`src/inc/eips_pkg.sv`:
```
// Constants and types shared by the encoder position set-up block
`default_nettype none
package eips_pkg;
    // Register byte offsets
    localparam logic [7:0] EIPS_SEL = 8'h00;
    localparam logic [7:0] EIPS_LINES = 8'h04;
    localparam logic [7:0] EIPS_TOP = 8'h08;
    localparam logic [7:0] EIPS_BOT = 8'h0C;
    localparam logic [7:0] EIPS_HOME = 8'h10;
    localparam logic [7:0] EIPS_MODE = 8'h14;
    localparam logic [7:0] EIPS_SSI = 8'h18;
    localparam logic [7:0] EIPS_BITS = 8'h1C;
    localparam logic [7:0] EIPS_SPEED = 8'h20;
    localparam logic [7:0] EIPS_LIMIT = 8'h24;
    localparam logic [7:0] EIPS_ACT = 8'h28;
    localparam logic [7:0] EIPS_REF = 8'h2C;
    localparam logic [7:0] EIPS_STAT = 8'h30;
    localparam logic [7:0] EIPS_FREQ = 8'h34;
    localparam logic [7:0] EIPS_SSEL = 8'h38;
    localparam logic [7:0] EIPS_SCOPE = 8'h3C;
    localparam logic [7:0] EIPS_IST = 8'h40;
    localparam logic [7:0] EIPS_IMASK = 8'h44;
    // Reset values and limits
    localparam logic [13:0] EIPS_LINES_RST = 14'h0400;
    localparam logic [31:0] EIPS_LINES_MAX = 32'h00002000;
    localparam logic [15:0] EIPS_RATIO_RST = 16'h0001;
    localparam logic [31:0] EIPS_HOME_RST = 32'h00000000;
    localparam logic [7:0] EIPS_MODE_NOREF = 8'h0A;
    // Decimal digit weights of the selector
    localparam logic [13:0] EIPS_K1000 = 14'h03E8;
    localparam logic [13:0] EIPS_K100 = 14'h0064;
    localparam logic [13:0] EIPS_K10 = 14'h000A;
    // Protocol digit
    localparam logic [3:0] EIPS_PR_SINCOS = 4'h0;
    localparam logic [3:0] EIPS_PR_BIDIR = 4'h1;
    localparam logic [3:0] EIPS_PR_HALF = 4'h3;
    localparam logic [3:0] EIPS_PR_SSIG = 4'h5;
    localparam logic [3:0] EIPS_PR_SSIB = 4'h6;
    // Incremental track digit
    localparam logic [3:0] EIPS_TR_NONE = 4'h0;
    localparam logic [3:0] EIPS_TR_SINCOS = 4'h1;
    localparam logic [3:0] EIPS_TR_SQ = 4'h8;
    localparam logic [3:0] EIPS_TR_SQR = 4'h9;
    // Rate field, two lowest decimal digits
    localparam logic [6:0] EIPS_RT_100 = 7'h01;
    localparam logic [6:0] EIPS_RT_250 = 7'h02;
    localparam logic [6:0] EIPS_RT_500 = 7'h05;
    localparam logic [6:0] EIPS_RT_1000 = 7'h0A;
    localparam logic [6:0] EIPS_RT_9K6 = 7'h09;
    localparam logic [6:0] EIPS_RT_19K2 = 7'h13;
    localparam logic [6:0] EIPS_RT_38K4 = 7'h26;
    // Interrupt bit positions
    localparam int EIPS_IRQ_REF = 0;
    localparam int EIPS_IRQ_JUMP = 1;
    localparam int EIPS_IRQ_CFG = 2;
    localparam int EIPS_IRQ_HOME = 3;
    // Divider step count
    localparam logic [5:0] EIPS_DIV_STEPS = 6'h30;
    typedef enum logic [1:0] {
        EIPS_IDLE = 2'b00,
        EIPS_DIV = 2'b01,
        EIPS_FIN = 2'b10
    } eips_dst_t;
endpackage : eips_pkg
`default_nettype wire

```
`src/inc/eips_if.sv`:
```
// Link between the register block and the gear scaling unit
`timescale 1ns/1ps
`default_nettype none
interface eips_if;
    logic start;
    logic [31:0] raw;
    logic [15:0] top;
    logic [15:0] bottom;
    logic [31:0] home;
    logic busy;
    logic done;
    logic [31:0] pos;
    modport ctl (output start, raw, top, bottom, home,
                 input busy, done, pos);
    modport calc (input start, raw, top, bottom, home,
                  output busy, done, pos);
endinterface : eips_if
`default_nettype wire

```
`src/hdl/eips_pos.sv`:
```
// Sequential gear scaling of the raw encoder count
`timescale 1ns/1ps
`default_nettype none
module eips_pos (
    input wire logic core_clk,
    input wire logic rstn,
    eips_if.calc bus
);
    typedef struct packed {
        eips_pkg::eips_dst_t st;
        logic [5:0] cnt;
        logic [16:0] rem;
        logic [47:0] quo;
        logic neg;
        logic [31:0] pos;
        logic done;
    } eips_pos_t;
    eips_pos_t s;
    eips_pos_t next_s;
    logic signed [47:0] prod;
    logic [16:0] trial;
    logic [16:0] div;
    logic [31:0] scaled;

    // Signed product, ratio top sign sets the count direction
    assign prod = $signed(bus.raw) * $signed(bus.top);
    // Zero bottom would hang the divider, treat it as one
    assign div = {1'b0, (bus.bottom == 16'h0000) ? 16'h0001 : bus.bottom};
    assign trial = {s.rem[15:0], s.quo[47]};
    assign scaled = s.neg ? (~s.quo[31:0] + 32'h00000001) : s.quo[31:0];
    assign bus.busy = (s.st != eips_pkg::EIPS_IDLE);
    assign bus.done = s.done;
    assign bus.pos = s.pos;

    // Restoring division, one quotient bit per clock
    always_comb
    begin
        next_s = s;
        next_s.done = 1'b0;
        case (s.st)
            eips_pkg::EIPS_IDLE:
            begin
                if (bus.start)
                begin
                    next_s.neg = prod[47];
                    next_s.quo = prod[47] ? 48'(-prod) : 48'(prod);
                    next_s.rem = 17'h00000;
                    next_s.cnt = eips_pkg::EIPS_DIV_STEPS;
                    next_s.st = eips_pkg::EIPS_DIV;
                end
            end
            eips_pkg::EIPS_DIV:
            begin
                next_s.rem = (trial >= div) ? trial - div : trial;
                next_s.quo = {s.quo[46:0], trial >= div};
                next_s.cnt = s.cnt - 6'h01;
                if (s.cnt == 6'h01)
                    next_s.st = eips_pkg::EIPS_FIN;
            end
            eips_pkg::EIPS_FIN:
            begin
                next_s.pos = scaled + bus.home;
                next_s.done = 1'b1;
                next_s.st = eips_pkg::EIPS_IDLE;
            end
            default: next_s.st = eips_pkg::EIPS_IDLE;
        endcase
    end

    // State register
    always_ff @(posedge core_clk)
    begin
        if (!rstn)
            s <= '0;
        else
            s <= next_s;
    end
endmodule : eips_pos
`default_nettype wire

```
`src/hdl/eips_top.sv`:
```
// Encoder input position set-up: APB registers, decode, position
//
// Contract
// - Motion start loads reference with actual position
// - Negative ratio top reverses counting direction
// - Ratio change forces position recompute
// - Home offset resets to zero, added
// - Absolute encoder, mode 10 needs no homing
// - Line count 0 to 8192, default 1024
// - SSI uses line count only with tracks
// - Bidirectional protocol allows only 100 kBit/s
// - Two low digits select data rate
// - Hundreds digit selects incremental track
// - Thousands digit selects protocol
// - Parameters foreign to family have no effect
// - Controller output added onto speed reference
// - Zero limit disables controller correction
// - Scope pairs scaled by 1, 10, 100 or 1000, overflow harmless
`timescale 1ns/1ps
`default_nettype none
module eips_top (
    input wire logic core_clk,
    input wire logic rstn,
    input wire logic [7:0] paddr,
    input wire logic psel,
    input wire logic penable,
    input wire logic pwrite,
    input wire logic [31:0] pwdata,
    output logic [31:0] prdata,
    output logic pready,
    output logic pslverr,
    input wire logic [31:0] enc_raw,
    input wire logic ctrl_tick,
    input wire logic motion_start,
    input wire logic home_done,
    input wire logic [31:0] pc_out,
    output logic [31:0] freq_cmd,
    output logic [31:0] act_pos,
    output logic [13:0] line_count,
    output logic [15:0] ssi_interval,
    output logic [15:0] ssi_err_bits,
    output logic homing_req,
    output logic irq
);
    typedef struct packed {
        logic [13:0] sel;
        logic [13:0] lines;
        logic [15:0] top;
        logic [15:0] bot;
        logic [31:0] home;
        logic [7:0] mode;
        logic [31:0] ssi;
        logic [5:0] turn;
        logic [5:0] multi;
        logic [31:0] speed;
        logic [31:0] limit;
        logic [31:0] act;
        logic [31:0] ref_pos;
        logic [31:0] freq;
        logic [1:0] ssel;
        logic [3:0] ist;
        logic [3:0] imask;
        logic [31:0] rdata;
        logic err;
        logic pend;
        logic jump;
        logic homed;
        logic init;
        logic start;
        logic cfgq;
    } eips_top_t;
    eips_top_t s;
    eips_top_t next_s;

    logic [3:0] prot;
    logic [3:0] track;
    logic [6:0] rate;
    logic is_ssi;
    logic is_abs;
    logic bits_used;
    logic lines_on;
    logic rate_ok;
    logic cfg_err;
    logic noref;
    logic setup;
    logic acc;
    logic wr;
    logic hit;
    logic [31:0] rd;
    logic [3:0] clr;
    logic [3:0] set;
    logic [6:0] total;
    logic [31:0] raw_eff;
    logic signed [31:0] corr;
    logic signed [31:0] lim;
    logic signed [31:0] pcs;
    logic start_now;

    eips_if pbus ();

    eips_pos u_pos (
        .core_clk(core_clk),
        .rstn(rstn),
        .bus(pbus)
    );

    // Scope view: low half word of position times 1, 10, 100, 1000
    function automatic logic [15:0] eips_scale(input logic [31:0] v,
                                               input logic [1:0] k);
        logic [31:0] r;
        case (k)
            2'h1: r = v * 32'h0000000A;
            2'h2: r = v * 32'h00000064;
            2'h3: r = v * 32'h000003E8;
            default: r = v;
        endcase
        return r[15:0];
    endfunction : eips_scale

    // Selector digits: protocol, track, rate
    assign prot = 4'(s.sel / eips_pkg::EIPS_K1000);
    assign track = 4'((s.sel / eips_pkg::EIPS_K100) % eips_pkg::EIPS_K10);
    assign rate = 7'(s.sel % eips_pkg::EIPS_K100);
    assign is_ssi = (prot == eips_pkg::EIPS_PR_SSIG) ||
                    (prot == eips_pkg::EIPS_PR_SSIB);
    assign is_abs = (prot != eips_pkg::EIPS_PR_SINCOS);
    // Turn and multiturn widths only mean something for these families
    assign bits_used = is_ssi || (prot == eips_pkg::EIPS_PR_HALF);
    assign noref = is_abs && (s.mode == eips_pkg::EIPS_MODE_NOREF);

    // Line count is live for SSI only with track 1 or 9, otherwise with any track or absolute
    always_comb
    begin
        if (is_ssi)
            lines_on = (track == eips_pkg::EIPS_TR_SINCOS) ||
                       (track == eips_pkg::EIPS_TR_SQR);
        else
            lines_on = (track != eips_pkg::EIPS_TR_NONE) || is_abs;
    end

    // Allowed rate per protocol
    always_comb
    begin
        case (prot)
            eips_pkg::EIPS_PR_SINCOS: rate_ok = (rate == 7'h00);
            eips_pkg::EIPS_PR_BIDIR: rate_ok = (rate == eips_pkg::EIPS_RT_100);
            eips_pkg::EIPS_PR_HALF: rate_ok = (rate == eips_pkg::EIPS_RT_9K6) ||
                                       (rate == eips_pkg::EIPS_RT_19K2) ||
                                       (rate == eips_pkg::EIPS_RT_38K4);
            eips_pkg::EIPS_PR_SSIG,
            eips_pkg::EIPS_PR_SSIB: rate_ok = (rate == eips_pkg::EIPS_RT_100) ||
                                       (rate == eips_pkg::EIPS_RT_250) ||
                                       (rate == eips_pkg::EIPS_RT_500) ||
                                       (rate == eips_pkg::EIPS_RT_1000);
            default: rate_ok = 1'b0;
        endcase
    end
    assign cfg_err = !rate_ok || !((track == eips_pkg::EIPS_TR_NONE) ||
                     (track == eips_pkg::EIPS_TR_SINCOS) ||
                     (track == eips_pkg::EIPS_TR_SQ) ||
                     (track == eips_pkg::EIPS_TR_SQR));

    // Absolute word trimmed to turn plus multiturn bits
    assign total = 7'(s.turn) + 7'(s.multi);
    assign raw_eff = (bits_used && total < 7'h20) ?
                     (enc_raw & ((32'h00000001 << total) - 32'h00000001)) :
                     enc_raw;

    // Controller correction clamp; a zero limit switches it off
    assign lim = $signed(s.limit);
    assign pcs = $signed(pc_out);
    always_comb
    begin
        if (s.limit == 32'h00000000)
            corr = 32'sh00000000;
        else if (pcs > lim)
            corr = lim;
        else if (pcs < -lim)
            corr = -lim;
        else
            corr = pcs;
    end

    // APB phases; zero wait states, data captured at setup
    assign setup = psel && !penable;
    assign acc = psel && penable;
    assign wr = acc && pwrite && !s.err;
    assign pready = 1'b1;
    assign pslverr = acc && s.err;
    assign prdata = s.rdata;

    // Address decode and read mux
    always_comb
    begin
        hit = 1'b1;
        rd = 32'h00000000;
        case (paddr)
            eips_pkg::EIPS_SEL: rd = {18'h00000, s.sel};
            eips_pkg::EIPS_LINES: rd = {18'h00000, s.lines};
            eips_pkg::EIPS_TOP: rd = {{16{s.top[15]}}, s.top};
            eips_pkg::EIPS_BOT: rd = {16'h0000, s.bot};
            eips_pkg::EIPS_HOME: rd = s.home;
            eips_pkg::EIPS_MODE: rd = {24'h000000, s.mode};
            eips_pkg::EIPS_SSI: rd = s.ssi;
            eips_pkg::EIPS_BITS: rd = {18'h00000, s.multi, 2'h0, s.turn};
            eips_pkg::EIPS_SPEED: rd = s.speed;
            eips_pkg::EIPS_LIMIT: rd = s.limit;
            eips_pkg::EIPS_ACT: rd = s.act;
            eips_pkg::EIPS_REF: rd = s.ref_pos;
            eips_pkg::EIPS_STAT: rd = {10'h000, pbus.busy, s.homed, is_abs,
                                       is_ssi, lines_on, cfg_err, 1'b0,
                                       rate, track, prot};
            eips_pkg::EIPS_FREQ: rd = s.freq;
            eips_pkg::EIPS_SSEL: rd = {30'h00000000, s.ssel};
            eips_pkg::EIPS_SCOPE: rd = {eips_scale(s.ref_pos, s.ssel),
                                        eips_scale(s.act, s.ssel)};
            eips_pkg::EIPS_IST: rd = {28'h0000000, s.ist};
            eips_pkg::EIPS_IMASK: rd = {28'h0000000, s.imask};
            default: hit = 1'b0;
        endcase
    end

    // Recompute trigger: control tick or pending ratio change
    assign start_now = !s.start && !pbus.busy && (ctrl_tick || s.pend);
    assign pbus.start = s.start;
    assign pbus.raw = raw_eff;
    assign pbus.top = s.top;
    assign pbus.bottom = s.bot;
    assign pbus.home = s.home;

    // Next-state logic
    always_comb
    begin
        next_s = s;
        clr = 4'h0;
        set = 4'h0;
        if (setup)
        begin
            next_s.rdata = hit ? rd : 32'h00000000;
            // Out-of-range line count is refused, value kept
            next_s.err = !hit || (pwrite && paddr == eips_pkg::EIPS_LINES &&
                         pwdata > eips_pkg::EIPS_LINES_MAX);
        end
        if (wr)
        begin
            case (paddr)
                eips_pkg::EIPS_SEL: next_s.sel = pwdata[13:0];
                eips_pkg::EIPS_LINES: next_s.lines = pwdata[13:0];
                eips_pkg::EIPS_TOP: next_s.top = pwdata[15:0];
                eips_pkg::EIPS_BOT: next_s.bot = pwdata[15:0];
                eips_pkg::EIPS_HOME: next_s.home = pwdata;
                eips_pkg::EIPS_MODE: next_s.mode = pwdata[7:0];
                eips_pkg::EIPS_SSI: next_s.ssi = pwdata;
                eips_pkg::EIPS_BITS:
                begin
                    next_s.turn = pwdata[5:0];
                    next_s.multi = pwdata[13:8];
                end
                eips_pkg::EIPS_SPEED: next_s.speed = pwdata;
                eips_pkg::EIPS_LIMIT: next_s.limit = pwdata;
                eips_pkg::EIPS_SSEL: next_s.ssel = pwdata[1:0];
                eips_pkg::EIPS_IST: clr = pwdata[3:0];
                eips_pkg::EIPS_IMASK: next_s.imask = pwdata[3:0];
                default: next_s.ssel = s.ssel;
            endcase
        end
        // Ratio edits force a fresh scaling, position may jump
        next_s.start = start_now;
        if (start_now)
            next_s.jump = s.pend;
        next_s.pend = (s.pend && !start_now) || (wr &&
                      (paddr == eips_pkg::EIPS_TOP ||
                       paddr == eips_pkg::EIPS_BOT));
        if (pbus.done)
        begin
            next_s.act = pbus.pos;
            next_s.init = 1'b1;
            set[eips_pkg::EIPS_IRQ_JUMP] = s.jump;
        end
        // Reference follows actual at every motion start
        if (motion_start)
        begin
            next_s.ref_pos = s.act;
            set[eips_pkg::EIPS_IRQ_REF] = 1'b1;
        end
        // Absolute encoder in no-referencing mode counts as homed
        if (!s.homed && ((noref && s.init) || home_done))
        begin
            next_s.homed = 1'b1;
            set[eips_pkg::EIPS_IRQ_HOME] = 1'b1;
        end
        next_s.cfgq = cfg_err;
        set[eips_pkg::EIPS_IRQ_CFG] = cfg_err && !s.cfgq;
        // Speed reference plus clamped controller output
        next_s.freq = s.speed + 32'(corr);
        // Set beats clear so no event is lost
        next_s.ist = (s.ist & ~clr) | set;
    end

    // State register with reset values
    always_ff @(posedge core_clk)
    begin
        if (!rstn)
        begin
            s <= '0;
            s.lines <= eips_pkg::EIPS_LINES_RST;
            s.top <= eips_pkg::EIPS_RATIO_RST;
            s.bot <= eips_pkg::EIPS_RATIO_RST;
            s.home <= eips_pkg::EIPS_HOME_RST;
        end
        else
            s <= next_s;
    end

    // Outputs; foreign SSI settings are held at zero
    assign freq_cmd = s.freq;
    assign act_pos = s.act;
    assign line_count = lines_on ? s.lines : 14'h0000;
    assign ssi_interval = is_ssi ? s.ssi[15:0] : 16'h0000;
    assign ssi_err_bits = is_ssi ? s.ssi[31:16] : 16'h0000;
    assign homing_req = !s.homed && !noref;
    assign irq = |(s.ist & s.imask);
endmodule : eips_top
`default_nettype wire

```
`config.mk`:
```
export PLATFORM = sky130hd
export DESIGN_NAME = eips_top
export DESIGN_NICKNAME = d
export VERILOG_FILES = /design/src/inc/eips_pkg.sv /design/src/inc/eips_if.sv /design/src/hdl/eips_pos.sv /design/src/hdl/eips_top.sv
export SDC_FILE = /design/constraint.sdc
export NUM_CORES = 2
export LEC_CHECK = 0
export BUFFER_PORTS_ARGS = -buffer_cell sky130_fd_sc_hd__buf_4
export CORE_AREA = 2 2 318 320
export DETAILED_ROUTE_END_ITERATION = 8
export DIE_AREA = 0 0 320 322
export PLACE_DENSITY = 0.81
export SYNTH_ARGS = -nofsm -noshare
export SYNTH_HDL_FRONTEND = slang
export SYNTH_SLANG_ARGS = --single-unit
```
`constraint.sdc`:
```
create_clock -name core_clk -period 14.2 [get_ports core_clk]
set_input_delay 3.55 -clock core_clk [delete_from_list [all_inputs] [get_ports core_clk]]
set_output_delay 3.55 -clock core_clk [all_outputs]
set_load 0.05 [all_outputs]
```
# Word-level counts from Yosys, hierarchy flattened
# Index checks and enable logic that the tools add are counted.
# word_totals
reg_bits,459
elab_cells,207
# op_classes
addsub,9
n_lt_le_gt_ge,5
bitwise_logic,6
mux,28
reduce_logical,75
eq_ne,40
mul,7
n_shift,1
div,4
# ops
operator,count
$pmux 32 s18,1
$mux 32,6
$pmux 71 s2,1
$pmux 16 s3,2
$mux 74,1
$add 32x32->32,2
$eq 8x6->1 const B,8
$mul 32x3->15 const B,2
$mul 32x5->14 const B,2
$mul 32x7->13 const B,2
$mul 32x16->48,1
$mux 16,3
$mux 48,1
$neg 48->48,1
$add 32x1->32 const B,1
$and 32x32->32,1
$eq 8x5->1 const B,4
$gt 32x14->1 const B,1
$gt 32x32->1,1
$logic_not 32->1,1
$lt 32x32->1,1
$neg 32->32,1
$not 32->32,1
$shl 1x7->32 const A,1
other kinds (52),129

# Logic depth before layout (Yosys ltp)
# logic_depth
word_depth,11
mapped_depth,63

# By module
# From an unflattened synthesis, not the netlist that was laid out.
# unflattened
cells_unflattened,6998
area_unflattened_um2,55751.0
# by_module_without_submodules
module,cells_per_inst,instances,area_each_um2
eips_top,3820,1,29413.2
eips_pos,3178,1,26337.8

# Least setup slack after synthesis
# No wires, ideal clock.
# synth_timing
path_type,reg2reg
from,register s[349] (netlist name)
to,register u_pos.s[62] (netlist name)
path_slack_ps,851
required_ps,14068
setup_ps,132
t_arrival_ps,13217
path_buffers,8
path_stages_with_launch,58
path_cell_list,dfxtp_1 buf_2 o211a_1 a211o_1 nor4_1 o21a_1 buf_4 inv_2 buf_2 ha_1 a31oi_1 a21boi_1 nor3_2 xor2_1 a41oi_2 a211o_1 a2111oi_0 a211oi_1 [22 not listed] o21ai_0 inv_1 a21oi_1 o31a_1 o41ai_1 o211ai_1 and3_1 o41a_1 a31o_2 a211o_1 a21oi_1 xor2_1 clkbuf_1 buf_1 nor2_1 xor2_1 nand2_1 a21oi_1
# synth_between
elab_chain_cells,11
word_cells_on_any_way,13
cone_classes,add/sub: 1; mul: 1; div: 1; eq/ne: 3; mux: 4; reduce/logical: 3
# synth_lines
item,line_no,text
"start, declared",eips_top.sv:72,eips_top_t s;
"start signal, assigned",eips_top.sv:312,s <= next_s;
$div 14x10->14 (*),eips_top.sv:121,assign prot = 4'(s.sel / eips_pkg::EIPS_K1000);
"$eq 4x3->1, on equally long branches","eips_top.sv:124, eips_top.sv:125",
$logic_or 1x1->1,eips_top.sv:124,assign is_ssi = (prot == eips_pkg::EIPS_PR_SSIG) ||
$logic_or 1x1->1 (*),eips_top.sv:128,assign bits_used = is_ssi || (prot == eips_pkg::EIPS_PR_HALF);
$logic_and 1x1->1 (*),eips_top.sv:165,assign raw_eff = (bits_used && total < 7'h20) ?
$mux 32 (*),eips_top.sv:165,
$mul 32x16->48 (*),eips_pos.sv:26,assign prod = $signed(bus.raw) * $signed(bus.top);
$neg 48->48,eips_pos.sv:46,next_s.quo = prod[47] ? 48'(-prod) : 48'(prod);
$mux 48 (*),eips_pos.sv:46,
$mux 74 (*),eips_pos.sv:43,if (bus.start)
$pmux 71 s2 (*),eips_pos.sv:40,case (s.st)
"end signal, assigned",eips_pos.sv:76,s <= next_s;
"end, declared",eips_pos.sv:18,eips_pos_t s;
# Mark *: on every way between the ends. The rest lies on a longest branch, timed or not. The select of a mux whose other input is x is not followed.
# A chain may end at the register's enable or synchronous reset.

# Final worst setup path
# layout_timing
from,register s[350] (netlist name)
to,register u_pos.s[38] (netlist name)
# The elaborated chain is that of the path after synthesis.

==> flow_summary.yaml <==
global_routing:
  grt_pass1_wl_mm: 287
  grt_pass1_vias: 49900
  antenna_found_initial: 4
  grt_overflow_total: 0
  grt_max_degree: 167
  grt_util_all_layers_pct: 35.7
critical_path:
  crit_required_ps: 14650
  worst-setup-path-type: "reg -> reg"
  cp_max_fo: 20
  worstRegToRegCells: 55
  arrival_ps: 13990
  max_stage_delay_ps: 520
  cp_slowest_cell: "fa_1"
  end_kind: "flop"
  r2r_slack_ps: 670
  rr_endpoint: "u_pos.s[38]"
  reg2reg_from: "s[350]"
  critPathLaunchType: "flop"
  crit_top_cell: "fa_1"
synth:
  yosys.area.top_type: "fa_1"
  synth_common_cells: "997 x nand2_1, 761 x inv_1, 590 x a21oi_1"
  yosysWarnings: 0
  ys_async_sr_fraction_pct: 0
  synth_seq_cells: 459
  synth.cell_area_mm2: 0.0543
  yosysMostFrequentCell: "nand2_1"
  yosys-top-cells-area: "fa_1 21%, dfxtp_1 17%, ha_1 9.3%, nand2_1 6.9%, a21oi_1 5.4%"
  synth_seq_area_share_pct: 16.9
  syn_avg_cell_area_um2: 8.00
  syn-num-nets: 7873
  synth_top_area_share_pct: 20.7
  synth-edff-count: 0
  synthFlopType: "dfxtp_1"
  synthDistinctLibCells: 107
  synth_cells: 6796
sta:
  setup_viol: 0
  min_period_ps: 13530
  finalMaxSlewViolations: 0
  rsz0062_at_grt: "no"
  period_share_pct: 95.3
  clock.fmax_mhz: 73.9
  relSlewSlack_pct: 16.9
  holdWs_ps: 430
  skew_ps: 48.5
  hold_viol: 0
  worstMarginPinSlew_ps: 1230
clocking:
  cts.sinks: 459
  clockBufferDepth: 3
  path_clk_slew_ps: 70
  cts_buffers: 49
  root_buffer: "clkbuf_16"
  worstSkewPairLatency_ps: 640
  htreeDepth: 2
  cts_tree: "built"
placement:
  gp_congestion: 1.05
  dp.cells: 8029
  dp_hpwl_mm: 144
  port-buffer-count: 256
  dpl_cell_area_mm2: 0.0570
detailed_routing:
  drt-pass1-iter-count: 9
  ant_nets: 0
  vias_per_cell: 6.22
  route.detailed.drc: 2
  drtIter0Drc: 5814
  wl_per_cell_um: 22.9
  vias: 50600
  drt-total-wl_mm: 186
flow_run:
  maxCapViolCount: 0
min_path:
  worstHoldPathType: "reg -> reg"
  hold_start: "s[0]"
  hold_depth: 1
  min_to: "s[45]"
outcome:
  failed_checks: "design-rule violations"
  outcome: "complete, but fails checks"
die:
  die_w_um: 320
  core-area_mm2: 0.0996
  die_y_um: 322
  initial_utilization_pct: 54.6
  fp.dieArea_mm2: 0.103
  fp-row-count: 116
  io_pins: 258
finish:
  finalInstanceArea_mm2: 0.0591
  post-route-util_pct: 59.3
  nets: 7861
  area_growth_pct: 8.75
  drive_above_1_share_pct: 9.42
  stdcell_count: 8124
power:
  totalPowerFinal_uw: 3680
  powerDensity_mw_per_mm2: 62.3
  peakVddDrop_mv: 0.179
  power.leakage_uw: 0.0261
layout make-up:
type                            instances  area (µm²)
Antenna cell                            3        7.51
Clock buffer                           63        1390
Clock inverter                         27         482
Fill cell                            8758       40500
Inverter                              764        2880
Multi-Input combinational cell       5089       40300
Sequential cell                       459        9200
Tap cell                             1298        1620
Timing Repair Buffer                  421        3190
where the power goes:
group          total, µW  leakage, µW  switching (µW)  internal, µW
Combinational        843       0.0215             533           310
Clock               1490     0.000916             604           885
Sequential          1350      0.00371            33.2          1320
kinds of logic after synthesis:
family	after synthesis	share of synthesized area, %
simple gates	2198	18.7
compound gates	1508	17.8
buf+inv	1248	9.41
fa+ha+maj	965	30.0
flops	459	16.9
xor+xnor	312	5.07
mux	105	2.12
other cells	1	0.00690
flip-flops by register name, summed over array words and instances, names as in the netlist:
name            flops
freq_cmd           32
s                 160
u_pos.s            73
pbus.bottom        16
act_pos            32
prdata             32
u_pos.bus.pos      32
pbus.start          1
lim                32
pbus.home          32
pbus.top           16
u_pos.bus.done      1
how the worst max path moves through the flow:
stage / startpoint / endpoint / cells after the start
floorplan: s[349] / u_pos.s[62] / 57
global placement: s[350] / u_pos.s[56] / 55
detailed placement: s[350] / u_pos.s[56] / 53
CTS: s[349] / u_pos.s[56] / 52
global route: s[349] / u_pos.s[77] / 56
finish: s[350] / u_pos.s[38] / 55
what timing repair did:
item / 4_1_cts / 5_1_grt
setup buffers: 0 / 2
resized for setup: 2 / 38
endpoints found under the setup margin: 46 / 48
pin swaps: 0 / 7
hold buffers: 0 / 0
cells in the final DEF, fill, tap and decap left out, types with 125 or more instances in the layout:
cell type | netlist | routed
nand2_1 | 997 | 995
a21oi_1 | 590 | 587
xnor2_1 | 246 | 245
and2_1 | 248 | 248
inv_1 | 761 | 761
ha_1 | 403 | 403
nand3_1 | 125 | 125
buf_4 | 101 | 417
nor2_1 | 367 | 358
fa_1 | 562 | 562
dfxtp_1 | 459 | 450
o21ai_0 | 221 | 220
per-stage QoR:
stage               setup slack, ps  TNS, ps
CTS                             111        0
floorplan                       851        0
global route                   19.5        0
global placement               89.2        0
detailed placement             -180    -4300
finish                          667        0
worst max-delay path, delay by kind of cell (launching register included):
family,cells,cell delay [ps]
AO/OA/AOI/OAI,25,5730
adder cells (fa/ha/maj),8,3490
AND/OR/NAND/NOR,9,1960
buffers and inverters,11,1400
flip-flops,1,420
multiplexers,1,230
XOR/XNOR,1,100
layer usage:
| layer | GRT usage, % | vias up | part of all wire, % |
|---|---|---|---|
| met3 | 7.51 | 673 | 10 |
| met1 | 44.0 | 24500 | 38 |
| met4 | 22.1 | 4 | 7.5 |
| met5 | 0 | - | 0.012 |
| li1 | - | 22600 | - |
| met2 | 57.2 | 2803 | 45 |
Note: power is estimated with default switching activity, not from simulation.
